===== src/pkg/spc_map.svh =====
// constants of the stepper pulse controller: timing, selectors, pin slots
`ifndef SPC_MAP_SVH
`define SPC_MAP_SVH
`define SPC_CLK_HZ      32'd250000000
`define SPC_MAX_PPS     14'd10000
`define SPC_RATE_SHIFT  3
`define SPC_PULSE_NS    32'd10000
`define SPC_PULSE_CYC   (`SPC_PULSE_NS * (`SPC_CLK_HZ / 32'd1000000) / 32'd1000)
`define SPC_PF_SOURCE   8'h11
`define SPC_SEL_CH1     8'h01
`define SPC_SEL_CH2     8'h02
`define SPC_SEL_CH2_ALT 8'h20
`define SPC_SEL_FULL1   8'h0b
`define SPC_SEL_HALF1   8'h15
`define SPC_HALF_TABLE  32'h98c46231
`define SPC_PIN_DIR1    0
`define SPC_PIN_PUL1    1
`define SPC_PIN_DIR2    2
`define SPC_PIN_PUL2    3
`endif


===== src/pkg/spc_pkg.sv =====
// types shared by the stepper pulse controller files
package spc_pkg;
  typedef enum logic [1:0] {
    SPC_MODE_CTRL = 2'h0,
    SPC_MODE_FULL = 2'h1,
    SPC_MODE_HALF = 2'h2
  } spc_mode_t;
  typedef enum logic [2:0] {
    SPC_OP_NONE  = 3'h0,
    SPC_OP_SPEED = 3'h1,
    SPC_OP_REL   = 3'h2,
    SPC_OP_ABS   = 3'h3,
    SPC_OP_STOP  = 3'h4,
    SPC_OP_INTR  = 3'h5
  } spc_op_t;
  typedef enum logic [1:0] {
    SPC_ST_IDLE = 2'h0,
    SPC_ST_RUN  = 2'h1,
    SPC_ST_RAMP = 2'h2
  } spc_state_t;
endpackage


===== src/rtl/spc_step_gen.sv =====
// step rate generator: phase accumulator and fixed-width step pulse
`timescale 1ns/10ps
`include "spc_map.svh"
module spc_step_gen #(
  parameter logic [31:0] CLK_HZ    = `SPC_CLK_HZ,
  parameter logic [13:0] MAX_PPS   = `SPC_MAX_PPS,
  parameter logic [31:0] PULSE_CYC = `SPC_PULSE_CYC
) (
  // clock and reset
  input  wire logic        clk_sys,
  input  wire logic        reset_n,
  // rate control
  input  wire logic        run,
  input  wire logic [13:0] rate,
  // step outputs
  output logic             stepTick,
  output logic             stepPulse
);
  localparam int unsigned MIN_GAP = CLK_HZ / {18'h0, MAX_PPS};

  logic [31:0] phaseReg;
  logic [31:0] phaseNext;
  logic [31:0] phaseSum;
  logic [31:0] widthReg;
  logic [31:0] widthNext;
  logic        pulseReg;
  logic        pulseNext;

  assign phaseSum  = phaseReg + {18'h0, rate};
  assign stepTick  = run && (phaseSum >= CLK_HZ);
  assign stepPulse = pulseReg;

  always_comb begin
    // idle clears the phase so a new move waits one full interval first
    phaseNext = 32'h0;
    widthNext = widthReg;
    pulseNext = pulseReg;
    if (run) begin
      phaseNext = stepTick ? phaseSum - CLK_HZ : phaseSum;
    end
    if (stepTick) begin
      pulseNext = 1'b1;
      widthNext = PULSE_CYC - 32'h1;
    end else if (widthReg != 32'h0) begin
      widthNext = widthReg - 32'h1;
    end else begin
      pulseNext = 1'b0;
    end
  end

  always_ff @(posedge clk_sys) begin
    if (!reset_n) begin
      phaseReg <= 32'h0;
      widthReg <= 32'h0;
      pulseReg <= 1'b0;
    end else begin
      phaseReg <= phaseNext;
      widthReg <= widthNext;
      pulseReg <= pulseNext;
    end
  end

  // helper counters for the checks below
  logic [31:0] gapCnt;
  logic [31:0] highCnt;
  always_ff @(posedge clk_sys) begin
    if (!reset_n) begin
      gapCnt  <= 32'h0;
      highCnt <= 32'h0;
    end else begin
      gapCnt  <= (!run || stepTick) ? 32'h0 : gapCnt + 32'h1;
      highCnt <= pulseReg ? highCnt + 32'h1 : 32'h0;
    end
  end
endmodule


===== src/rtl/spc_stepper_ctrl.sv =====
// two-channel stepper pulse controller with direct unipolar driver and power-fail event
`timescale 1ns/10ps
`include "spc_map.svh"
module spc_stepper_ctrl #(
  parameter logic [31:0] CLK_HZ  = `SPC_CLK_HZ,
  parameter logic [13:0] MAX_PPS = `SPC_MAX_PPS
) (
  // clock and reset
  input  wire logic                   clk_sys,
  input  wire logic                   reset_n,
  // command port
  input  wire logic                   cmdValid,
  input  wire spc_pkg::spc_op_t       cmdOp,
  input  wire logic [7:0]             cmdSel,
  input  wire logic signed [31:0]     cmdValue,
  input  wire logic [13:0]            cmdSpeed,
  input  wire logic [31:0]            cmdAccel,
  output logic                        cmdAck,
  output logic                        cmdOk,
  // general outputs five to eight
  input  wire logic [3:0]             progOut,
  output logic [3:0]                  pinOut,
  // power-fail event
  input  wire logic                   powerFailSense,
  output logic                        isrStart,
  output logic [7:0]                  isrSource,
  output logic [7:0]                  isrFunc,
  // channel status
  output logic                        busyCh1,
  output logic                        busyCh2,
  output logic                        doneCh1,
  output logic                        doneCh2,
  output logic signed [31:0]          absPosCh1,
  output logic signed [31:0]          absPosCh2,
  output logic signed [31:0]          relCountCh1,
  output logic signed [31:0]          relCountCh2
);
  localparam logic [31:0] HALF_TABLE = `SPC_HALF_TABLE;

  function automatic logic [13:0] minRate(input logic [13:0] maxPps);
    minRate = ((maxPps >> `SPC_RATE_SHIFT) == 14'h0) ? 14'h1 : (maxPps >> `SPC_RATE_SHIFT);
  endfunction
  function automatic logic [3:0] coilPattern(input logic [2:0] idx);
    coilPattern = HALF_TABLE[{idx, 2'h0} +: 4];
  endfunction
  // result is {valid, channel, mode}
  function automatic logic [3:0] decodeSel(input logic [7:0] sel);
    if (sel == `SPC_SEL_CH1) begin
      decodeSel = {2'h2, spc_pkg::SPC_MODE_CTRL};
    end else if (sel == `SPC_SEL_CH2 || sel == `SPC_SEL_CH2_ALT) begin
      decodeSel = {2'h3, spc_pkg::SPC_MODE_CTRL};
    end else if (sel == `SPC_SEL_FULL1) begin
      decodeSel = {2'h2, spc_pkg::SPC_MODE_FULL};
    end else if (sel == `SPC_SEL_HALF1) begin
      decodeSel = {2'h2, spc_pkg::SPC_MODE_HALF};
    end else begin
      decodeSel = 4'h0;
    end
  endfunction

  spc_pkg::spc_state_t stateReg [2];
  spc_pkg::spc_state_t stateNext [2];
  spc_pkg::spc_mode_t  modeReg [2];
  spc_pkg::spc_mode_t  modeNext [2];
  logic [31:0]         remReg [2];
  logic [31:0]         remNext [2];
  logic [31:0]         upReg [2];
  logic [31:0]         upNext [2];
  logic [31:0]         accReg [2];
  logic [31:0]         accNext [2];
  logic signed [31:0]  posReg [2];
  logic signed [31:0]  posNext [2];
  logic signed [31:0]  relReg [2];
  logic signed [31:0]  relNext [2];
  logic signed [32:0]  errReg [2];
  logic signed [32:0]  errNext [2];
  logic [13:0]         rateReg [2];
  logic [13:0]         rateNext [2];
  logic [13:0]         maxReg [2];
  logic [13:0]         maxNext [2];
  logic [2:0]          idxReg [2];
  logic [2:0]          idxNext [2];
  logic                dirReg [2];
  logic                dirNext [2];
  logic                doneReg [2];
  logic                doneNext [2];
  logic                riseReg [2];
  logic                riseNext [2];
  logic                tick [2];
  logic                pulse [2];
  logic [1:0]          startCh;
  logic [1:0]          stopCh;
  logic [1:0]          speedCh;
  logic [3:0]          selInfo;
  logic                selValid;
  logic                selChan;
  spc_pkg::spc_mode_t  selMode;
  logic                ch1Driver;
  logic                own1Reg, own1Next, own2Reg, own2Next;
  logic                ackNext, okNext, pfPrevReg, isrNext, pfDefReg, pfDefNext;
  logic [7:0]          pfFuncReg, pfFuncNext;
  logic [3:0]          pinNext;

  assign selInfo   = decodeSel(cmdSel);
  assign selValid  = selInfo[3];
  assign selChan   = selInfo[2];
  assign selMode   = spc_pkg::spc_mode_t'(selInfo[1:0]);
  assign ch1Driver = own1Reg && (modeReg[0] != spc_pkg::SPC_MODE_CTRL);
  assign isrSource = `SPC_PF_SOURCE;
  assign isrFunc   = pfFuncReg;
  assign busyCh1   = (stateReg[0] != spc_pkg::SPC_ST_IDLE);
  assign busyCh2   = (stateReg[1] != spc_pkg::SPC_ST_IDLE);
  assign doneCh1   = doneReg[0];
  assign doneCh2   = doneReg[1];
  assign absPosCh1 = posReg[0];
  assign absPosCh2 = posReg[1];
  assign relCountCh1 = relReg[0];
  assign relCountCh2 = relReg[1];

  // command decode, pin ownership, power-fail event
  always_comb begin
    startCh    = 2'h0;
    stopCh     = 2'h0;
    speedCh    = 2'h0;
    ackNext    = cmdValid;
    okNext     = 1'b0;
    own1Next   = own1Reg;
    own2Next   = own2Reg;
    pfFuncNext = pfFuncReg;
    pfDefNext  = pfDefReg;
    isrNext    = powerFailSense && !pfPrevReg && pfDefReg;
    if (cmdValid) begin
      if (cmdOp == spc_pkg::SPC_OP_INTR) begin
        if (cmdSel == `SPC_PF_SOURCE) begin
          pfFuncNext = cmdValue[7:0];
          pfDefNext  = 1'b1;
          okNext     = 1'b1;
        end
      end else if (selValid) begin
        if (cmdOp == spc_pkg::SPC_OP_STOP) begin
          stopCh[selChan] = 1'b1;
          okNext          = 1'b1;
        end else if (cmdOp == spc_pkg::SPC_OP_SPEED) begin
          if (selMode == spc_pkg::SPC_MODE_CTRL && stateReg[selChan] == spc_pkg::SPC_ST_IDLE) begin
            speedCh[selChan] = 1'b1;
            okNext           = 1'b1;
          end
        end else if (cmdOp == spc_pkg::SPC_OP_REL || cmdOp == spc_pkg::SPC_OP_ABS) begin
          // a busy channel ignores moves; pins held by the other channel refuse them
          if (stateReg[selChan] == spc_pkg::SPC_ST_IDLE &&
              !(selChan ? ch1Driver : (selMode != spc_pkg::SPC_MODE_CTRL && own2Reg))) begin
            startCh[selChan] = 1'b1;
            okNext           = 1'b1;
            if (selChan) begin
              own2Next = 1'b1;
            end else begin
              own1Next = 1'b1;
            end
          end
        end
      end
    end
    // once a channel owns its pins the program value no longer reaches them
    pinNext = progOut;
    if (ch1Driver) begin
      pinNext = coilPattern(idxReg[0]);
    end else begin
      if (own1Reg) begin
        pinNext[`SPC_PIN_DIR1] = dirReg[0];
        pinNext[`SPC_PIN_PUL1] = pulse[0];
      end
      if (own2Reg) begin
        pinNext[`SPC_PIN_DIR2] = dirReg[1];
        pinNext[`SPC_PIN_PUL2] = pulse[1];
      end
    end
  end

  always_ff @(posedge clk_sys) begin
    if (!reset_n) begin
      cmdAck    <= 1'b0;
      cmdOk     <= 1'b0;
      own1Reg   <= 1'b0;
      own2Reg   <= 1'b0;
      pfFuncReg <= 8'h0;
      pfDefReg  <= 1'b0;
      pfPrevReg <= 1'b0;
      isrStart  <= 1'b0;
      pinOut    <= 4'h0;
    end else begin
      cmdAck    <= ackNext;
      cmdOk     <= okNext;
      own1Reg   <= own1Next;
      own2Reg   <= own2Next;
      pfFuncReg <= pfFuncNext;
      pfDefReg  <= pfDefNext;
      pfPrevReg <= powerFailSense;
      isrStart  <= isrNext;
      pinOut    <= pinNext;
    end
  end

  for (genvar ch = 0; ch < 2; ch++) begin : g_chan
    logic signed [32:0] moveCnt;
    logic [32:0]        moveMag;
    logic [13:0]        minR;
    logic [13:0]        spanR;
    logic [2:0]         idxStep;

    assign moveCnt = (cmdOp == spc_pkg::SPC_OP_ABS) ?
                     {cmdValue[31], cmdValue} - {posReg[ch][31], posReg[ch]} :
                     {cmdValue[31], cmdValue};
    assign moveMag = moveCnt[32] ? $unsigned(-moveCnt) : $unsigned(moveCnt);
    assign minR    = minRate(maxReg[ch]);
    assign spanR   = maxReg[ch] - minR;
    assign idxStep = (modeReg[ch] == spc_pkg::SPC_MODE_HALF) ? 3'h1 : 3'h2;

    spc_step_gen #(
      .CLK_HZ    (CLK_HZ),
      .MAX_PPS   (MAX_PPS),
      .PULSE_CYC (`SPC_PULSE_CYC)
    ) u_gen (
      .clk_sys   (clk_sys),
      .reset_n   (reset_n),
      .run       (stateReg[ch] != spc_pkg::SPC_ST_IDLE),
      .rate      (rateReg[ch]),
      .stepTick  (tick[ch]),
      .stepPulse (pulse[ch])
    );

    always_comb begin
      stateNext[ch] = stateReg[ch];
      modeNext[ch]  = modeReg[ch];
      remNext[ch]   = remReg[ch];
      upNext[ch]    = upReg[ch];
      accNext[ch]   = accReg[ch];
      posNext[ch]   = posReg[ch];
      relNext[ch]   = relReg[ch];
      errNext[ch]   = errReg[ch];
      rateNext[ch]  = rateReg[ch];
      maxNext[ch]   = maxReg[ch];
      idxNext[ch]   = idxReg[ch];
      dirNext[ch]   = dirReg[ch];
      doneNext[ch]  = doneReg[ch];
      riseNext[ch]  = riseReg[ch];
      if (speedCh[ch]) begin
        maxNext[ch] = (cmdSpeed > MAX_PPS) ? MAX_PPS :
                      ((cmdSpeed == 14'h0) ? 14'h1 : cmdSpeed);
        accNext[ch] = cmdAccel;
      end
      case (stateReg[ch])
        spc_pkg::SPC_ST_IDLE: begin
          if (startCh[ch]) begin
            modeNext[ch] = selMode;
            doneNext[ch] = 1'b0;
            relNext[ch]  = 32'sh0;
            upNext[ch]   = 32'h0;
            errNext[ch]  = 33'sh0;
            dirNext[ch]  = moveCnt[32];
            remNext[ch]  = moveMag[31:0];
            rateNext[ch] = (accReg[ch] == 32'h0) ? maxReg[ch] : minR;
            if (selMode == spc_pkg::SPC_MODE_FULL) begin
              idxNext[ch] = {idxReg[ch][2:1], 1'b0};
            end
            if (moveMag == 33'h0) begin
              doneNext[ch] = 1'b1;
            end else begin
              stateNext[ch] = spc_pkg::SPC_ST_RUN;
            end
          end
        end
        spc_pkg::SPC_ST_RUN: begin
          if (stopCh[ch]) begin
            stateNext[ch] = spc_pkg::SPC_ST_IDLE;
          end else if (tick[ch]) begin
            remNext[ch] = remReg[ch] - 32'h1;
            posNext[ch] = dirReg[ch] ? posReg[ch] - 32'sh1 : posReg[ch] + 32'sh1;
            relNext[ch] = dirReg[ch] ? relReg[ch] - 32'sh1 : relReg[ch] + 32'sh1;
            idxNext[ch] = dirReg[ch] ? idxReg[ch] - idxStep : idxReg[ch] + idxStep;
            if (remReg[ch] == 32'h1) begin
              doneNext[ch]  = 1'b1;
              stateNext[ch] = spc_pkg::SPC_ST_IDLE;
            end else if (remReg[ch] - 32'h1 <= upReg[ch] && upReg[ch] != 32'h0) begin
              // retrace the climb; the last step runs at the floor rate except in even moves of at most twice acc steps
              upNext[ch]    = upReg[ch] - 32'h1;
              errNext[ch]   = errReg[ch] - $signed({19'h0, spanR});
              riseNext[ch]  = 1'b0;
              stateNext[ch] = spc_pkg::SPC_ST_RAMP;
            end else if (upReg[ch] < accReg[ch]) begin
              upNext[ch]    = upReg[ch] + 32'h1;
              errNext[ch]   = errReg[ch] + $signed({19'h0, spanR});
              riseNext[ch]  = 1'b1;
              stateNext[ch] = spc_pkg::SPC_ST_RAMP;
            end
          end
        end
        spc_pkg::SPC_ST_RAMP: begin
          // spreads span over acc steps; takes far fewer cycles than one step interval
          if (stopCh[ch]) begin
            stateNext[ch] = spc_pkg::SPC_ST_IDLE;
          end else if (riseReg[ch] && errReg[ch] >= $signed({1'b0, accReg[ch]})) begin
            errNext[ch]  = errReg[ch] - $signed({1'b0, accReg[ch]});
            rateNext[ch] = rateReg[ch] + 14'h1;
          end else if (!riseReg[ch] && errReg[ch] < 33'sh0) begin
            errNext[ch]  = errReg[ch] + $signed({1'b0, accReg[ch]});
            rateNext[ch] = rateReg[ch] - 14'h1;
          end else begin
            stateNext[ch] = spc_pkg::SPC_ST_RUN;
          end
        end
        default: stateNext[ch] = spc_pkg::SPC_ST_IDLE;
      endcase
    end

    always_ff @(posedge clk_sys) begin
      if (!reset_n) begin
        stateReg[ch] <= spc_pkg::SPC_ST_IDLE;
        modeReg[ch]  <= spc_pkg::SPC_MODE_CTRL;
        remReg[ch]   <= 32'h0;
        upReg[ch]    <= 32'h0;
        accReg[ch]   <= 32'h0;
        posReg[ch]   <= 32'sh0;
        relReg[ch]   <= 32'sh0;
        errReg[ch]   <= 33'sh0;
        rateReg[ch]  <= 14'h1;
        maxReg[ch]   <= 14'h1;
        idxReg[ch]   <= 3'h0;
        dirReg[ch]   <= 1'b0;
        doneReg[ch]  <= 1'b0;
        riseReg[ch]  <= 1'b0;
      end else begin
        stateReg[ch] <= stateNext[ch];
        modeReg[ch]  <= modeNext[ch];
        remReg[ch]   <= remNext[ch];
        upReg[ch]    <= upNext[ch];
        accReg[ch]   <= accNext[ch];
        posReg[ch]   <= posNext[ch];
        relReg[ch]   <= relNext[ch];
        errReg[ch]   <= errNext[ch];
        rateReg[ch]  <= rateNext[ch];
        maxReg[ch]   <= maxNext[ch];
        idxReg[ch]   <= idxNext[ch];
        dirReg[ch]   <= dirNext[ch];
        doneReg[ch]  <= doneNext[ch];
        riseReg[ch]  <= riseNext[ch];
      end
    end

  end
endmodule


===== config.mk =====
export PLATFORM = sky130hd
export DESIGN_NAME = spc_stepper_ctrl
export DESIGN_NICKNAME = d
export VERILOG_FILES = /design/src/pkg/spc_pkg.sv /design/src/rtl/spc_step_gen.sv /design/src/rtl/spc_stepper_ctrl.sv
export VERILOG_INCLUDE_DIRS = /design/src /design/src/pkg
export SDC_FILE = /design/constraint.sdc
export NUM_CORES = 2
export LEC_CHECK = 0
export BUFFER_PORTS_ARGS = -buffer_cell sky130_fd_sc_hd__buf_2
export CAP_MARGIN = 0
export CORE_UTILIZATION = 44
export CTS_CLUSTER_DIAMETER = 30
export DETAILED_ROUTE_END_ITERATION = 16
export GPL_TIMING_DRIVEN = 0
export PLACE_DENSITY_LB_ADDON = 0.1
export SYNTH_ARGS = -nofsm -noshare
export SYNTH_HDL_FRONTEND = slang
export SYNTH_SLANG_ARGS = --single-unit

===== constraint.sdc =====
create_clock -name clk_sys -period 20 [get_ports clk_sys]
set_clock_uncertainty 0.05 [all_clocks]
set_input_delay 5 -clock clk_sys [delete_from_list [all_inputs] [get_ports clk_sys]]
set_output_delay 5 -clock clk_sys [all_outputs]
set_load 0.03 [all_outputs]

Yosys cells after proc, flatten, opt, wreduce, memory -nomap -nowiden
Memories as Yosys holds them, arrays and structs flattened.
Index checks and enable logic that the tools add are counted.
{"block": "classes", "addsub": 42, "n_lt_le_gt_ge": 13, "n_eq_ne": 22, "shift": 1, "n_mux": 227, "bitwise_logic": 33, "n_reduce_logical": 50}
{"op": "$mux W32", "n": 48}
{"op": "$mux W33", "n": 24}
{"op": "$pmux W32 S2", "n": 6}
{"op": "$mux W14", "n": 18}
{"op": "$pmux W33 S3", "n": 2}
{"op": "$sub A32 B1 Y32 const B", "n": 6}
{"op": "$add A32 B2 Y32 const B", "n": 4}
{"op": "$reduce_bool A32 Y1", "n": 4}
{"op": "$sub A32 B2 Y32 const B", "n": 4}
{"op": "$mux W2", "n": 49}
{"op": "$add A33 B15 Y33", "n": 2}
{"op": "$add A33 B33 Y33", "n": 2}
{"op": "$ge A33 B33 Y1", "n": 2}
{"op": "$logic_not A33 Y1", "n": 2}
{"op": "$lt A33 B1 Y1 const B", "n": 2}
{"op": "$neg A33 Y33", "n": 2}
{"op": "$sub A32 B32 Y33", "n": 2}
{"op": "$sub A33 B15 Y33", "n": 2}
{"op": "$sub A33 B33 Y33", "n": 2}
{"op": "$add A32 B1 Y32 const B", "n": 2}
{"op": "$add A32 B14 Y32", "n": 2}
{"op": "$eq A32 B1 Y1 const B", "n": 2}
{"op": "$ge A32 B28 Y1 const B", "n": 2}
{"op": "$le A32 B32 Y1", "n": 2}
{"op": "45 further kinds", "n": 195}
{"block": "totals", "register_bits": 149, "ram_bits": 462, "inputBits": 97, "out_inout_bits": 155, "word_cells": 419, "n_memories": 14}
{"memory": "errReg", "depth": 2, "width": 33, "rd": 2, "rd_ports_with_merged_regs": 0, "write_ports": 2, "line": "spc_stepper_ctrl.sv:75", "text": "logic signed [32:0] errReg [2];"}
{"memory": "accReg", "depth": 2, "width": 32, "rd": 2, "rd_ports_with_merged_regs": 0, "write_ports": 2, "line": "spc_stepper_ctrl.sv:69", "text": "logic [31:0] accReg [2];"}
{"memory": "posReg", "depth": 2, "width": 32, "rd": 2, "rd_ports_with_merged_regs": 0, "write_ports": 2, "line": "spc_stepper_ctrl.sv:71", "text": "logic signed [31:0] posReg [2];"}
{"memory": "relReg", "depth": 2, "width": 32, "rd": 2, "rd_ports_with_merged_regs": 0, "write_ports": 2, "line": "spc_stepper_ctrl.sv:73", "text": "logic signed [31:0] relReg [2];"}
{"memory": "remReg", "depth": 2, "width": 32, "rd": 2, "rd_ports_with_merged_regs": 0, "write_ports": 2, "line": "spc_stepper_ctrl.sv:65", "text": "logic [31:0] remReg [2];"}
{"memory": "upReg", "depth": 2, "width": 32, "rd": 2, "rd_ports_with_merged_regs": 0, "write_ports": 2, "line": "spc_stepper_ctrl.sv:67", "text": "logic [31:0] upReg [2];"}
{"memory": "+8 memories"}

Depth between registers and ports, before layout
{"block": "depth", "ltp_word": 20, "ltp_mapped": 39, "ltp_nobuf": 38}

By module
A second synthesis with hierarchy kept.
{"block": "unflattened", "cells_unflattened": 7980, "area_unflattened_um2": 59731.0}
{"mod": "spc_stepper_ctrl", "instances": 1, "cells_each": 6926, "area_each_um2": 51167.8, "seq_area_each_um2": 9559.2}
{"mod": "spc_step_gen (g_chan[0].u_gen)", "instances": 1, "cells_each": 527, "area_each_um2": 4349.2, "seq_area_each_um2": 1301.2}
{"mod": "spc_step_gen (g_chan[1].u_gen)", "instances": 1, "cells_each": 527, "area_each_um2": 4214.0, "seq_area_each_um2": 1301.2}

Worst setup path before layout
OpenSTA, ideal clock, no wires.
{"block": "synth_timing", "path_type": "input -> register", "startpoint": "in cmdOp[2]", "endpoint": "mem doneReg[1], data pin", "setup_time_ps": 180, "arrival_time_ps": 10057, "required_ps": 19770, "setup_slack_ps": 9713, "stages": 25, "path_buffers": 9, "cell_sequence": "and3b_1 > buf_2 > buf_2 > buf_2 > buf_4 > buf_4 > buf_2 > buf_1 > buf_2 > nand2_1 > o21ai_0 > ha_1 > nand2_1 > or2_1 > or4_1 > or2_1 > clkbuf_1 > o31ai_1 > xnor2_1 > nand4b_1 > nor4_1 > nand4b_1 > nor4b_1 > nand3_1 > a221oi_1"}
{"item": "start, declared", "line": "spc_stepper_ctrl.sv:13", "text": "input wire spc_pkg::spc_op_t cmdOp,"}
{"item": "end, declared", "line": "spc_stepper_ctrl.sv:85", "text": "logic doneReg [2];"}

==> metrics <==
num ports=252; mean post-synth cell area=7.39 um^2; total wire length=230000 um; Die Wd=368 um; die area=135000 um^2; Peak VDD IR=75.0 uV; Clock Sinks=606; Hold Path End=isrStart; largest net degree at the start of global routing=43; ranking of synthesized cells by area=dfxtp_1 21%, ha_1 14%, a21oi_1 6.9%; sequential share of the synthesized area=0.207; starting density of the core=0.446; Die Y=368 um; Final Cycle Share=0.595; Layout fillers=13003; #FFs+latches synth=606; global route overflow=0; setup tns final=0 ps; first-pass iteration count of the detailed router=6; Async S/R FF share, synth=0; clock buffer depth=3; clk_lat worst skew=830 ps; Avg WL per Cell=22.3 um; vias in the first global route=58119; P per Cell Area=95.0 nW/um^2; Final Setup Violations=0; Distinct cells, synth=115; min-delay worst type=flop to flop; r2r endpoint=upReg[0][30]; post-CTS setup buffer count=0; flop-to-flop setup slack=9450 ps; reg2reg start=remReg[0][4]; Final Wtd Congestion=1.00; area of the mapped netlist=58800 um^2; CTS tree=built; Overall Global Routing Usage=0.330; first-pass GRT wire length=347000 um; top cell type's share of synthesized area=0.205; share of cells above drive strength 1=0.0867; outcome=complete, no violations; crit-path max FO=10; CP endpoint kind=flop; clk root buf=clkbuf_16; Final Critical Period=11910 ps; DR DRC count=0; max cap viols=0; CP Class=primary input to flop; number of cell rows=133; worst slew pin tran=1440 ps; worst hold start=pfPrevReg; Post-Synthesis Cells=7961; IO buf count=241; Data required, critical path=20650 ps; YS warnings=0; final hold vios=0; Startpoint Class=primary input; total CTS buffers=185; cell depth of the worst flop-to-flop path=36; fmax=84.0 MHz; Min-Delay Path Depth=1; Pins Over Slew Limit=0; number of synthesized flops with an enable pin=3; P_leak=29.0 nW; Top FF cell, synth=dfxtp_1; synth cell count leaders=878 x nand2_1, 815 x a21oi_1, 725 x nor2_1; area leader, netlist=dfxtp_1; Slew headroom=0.0425; count leader, synth=nand2_1; dpl hpwl=181000 um; Antenna Nets Post-Route=0; DP Worst Slack=7470 ps; post_cts resized=0; synthesis-to-layout area growth=17.3%; antenna violations before repair=15; critical path arrival=12560 ps; Via Count=61330; DR vias/cell=5.95; clock slew at reported path FFs=40 ps; RSZ-0062 raised after global routing=false; final setup margin=8090 ps; H-tree Lvls=4; NumNets Final=9181; Post-CTS Hold Buffers=0; Core Box Area=132000 um^2; Initial DRC Count=5006
-- layer usage --
metal | track usage | share of wire | vias up
li1 | - | - | 29607
met1 | 0.444 | 0.45 | 29077
met2 | 0.505 | 0.43 | 2184
met3 | 0.0586 | 0.072 | 454
met4 | 0.160 | 0.050 | 8
met5 | 0 | 0.00027 | -
-- worst max path at each step --
stage          startpoint        endpoint  slack [ps]  cells after the start
5_1_grt          cmdOp[0]  stateReg[1][0]        7850                     26
3_5_place_dp     cmdOp[0]  stateReg[1][0]        7470                     27
3_3_place_gp     cmdOp[2]  stateReg[1][0]        7470                     27
2_1_floorplan    cmdOp[2]      doneReg[1]        9710                     25
4_1_cts          cmdOp[0]  stateReg[1][0]        8320                     27
6_report         cmdOp[2]  stateReg[0][0]        8090                     25
-- cell usage in the layout (no fill, tap or decap), types with 61 or more instances in the layout --
cell type  netlist  layout
a21oi_1        815     815
nor3_1         236     236
o21a_1          94      94
a211oi_1       101     101
a31oi_1         68      68
o21ai_0        353     353
ha_1           661     661
buf_2           21     263
nand4_1         95      95
nor2_1         725     725
inv_1          430     430
nand2b_1       116     116
xnor2_1        389     389
o21bai_1        72      72
nand2_1        878     878
and2_1          76      76
nor2b_1         70      70
dfxtp_1        603     602
mux2i_1         69      69
clkbuf_1       296     311
or3_1           93      93
nand3_1        216     216
clkbuf_16        0     188
nor4_1          94      94
o31ai_1         63      63
xor2_1         235     235
a21o_1         232     232
o211ai_1        61      61
and3_1          74      74
-- metrics by stage --
stage                     power, mW  cell area (um^2)  std cells  hold slack, ps  utilization
after detailed placement       3.46             62400       9970             337        0.473
after global placement         3.43             62200       9963             331        0.472
after global routing           6.86             69000      10315             346        0.523
final                          6.56             69000      10316             343        0.523
after floorplan                2.91             58800       7967             322            -
after CTS                      6.55             69000      10314             342        0.523
-- cell type report --
type	instances	area, um^2	area share
diodes	2	5.00	0.0000725
plain buffers	346	1400	0.0202
clock buffers	250	5310	0.0769
clock inverters	94	1290	0.0187
inverters	434	1630	0.0236
multi-input cells	6581	43700	0.633
flip-flops and latches	606	12200	0.176
well taps	1755	2200	0.0318
repair buffers	248	1350	0.0195
-- report_power, final --
part	leakage [nW]	internal (mW)	switching, mW
registers	4.90	1.28	0.0716
logic	20.8	0.837	1.30
clock network	3.21	2.13	0.934
total	29.0	4.25	2.30
-- logic make-up (layout without fill, tap and decap cells) --
| group | Yosys count | after routing | synth area share |
|---|---|---|---|
| flip-flops | 606 | 606 | 0.207 |
| AO/OA/AOI/OAI | 2312 | 2312 | 0.254 |
| buffers and inverters | 780 | 1372 | 0.0512 |
| XOR/XNOR | 624 | 624 | 0.0930 |
| adder cells (fa/ha/maj) | 682 | 682 | 0.148 |
| AND/OR/NAND/NOR | 2880 | 2880 | 0.235 |
| other | 2 | 10 | 0.000128 |
| multiplexers | 75 | 75 | 0.0129 |
-- registers in the layout (all words and copies together) (netlist names), 3 cells and up --
register / count
isrFunc: 8
maxReg: 28
accReg: 64
g_chan.u_gen.widthReg: 64
errReg: 66
relReg: 64
remReg: 64
posReg: 64
rateReg: 28
idxReg: 3
stateReg: 4
pinOut: 4
g_chan.u_gen.phaseReg: 64
upReg: 64
-- worst max-delay path, cell delays in order --
cell       delay [ps]
buf_2             180
and3b_1           190
buf_2             220
buf_2             240
buf_2             230
buf_4             230
buf_4             210
buf_2             220
buf_1             360
clkbuf_1          440
o21ai_0           620
ha_1              370
nand2_1            90
a211oi_1          480
and2_1            200
nor4bb_1          400
and4_1            350
a21oi_1           100
xor2_1            220
a2111oi_0         660
o2111ai_1         250
nor4_1            420
o2111ai_2         420
a211o_1           370
o41ai_1            60
Note: power is estimated with default switching activity, not from simulation.
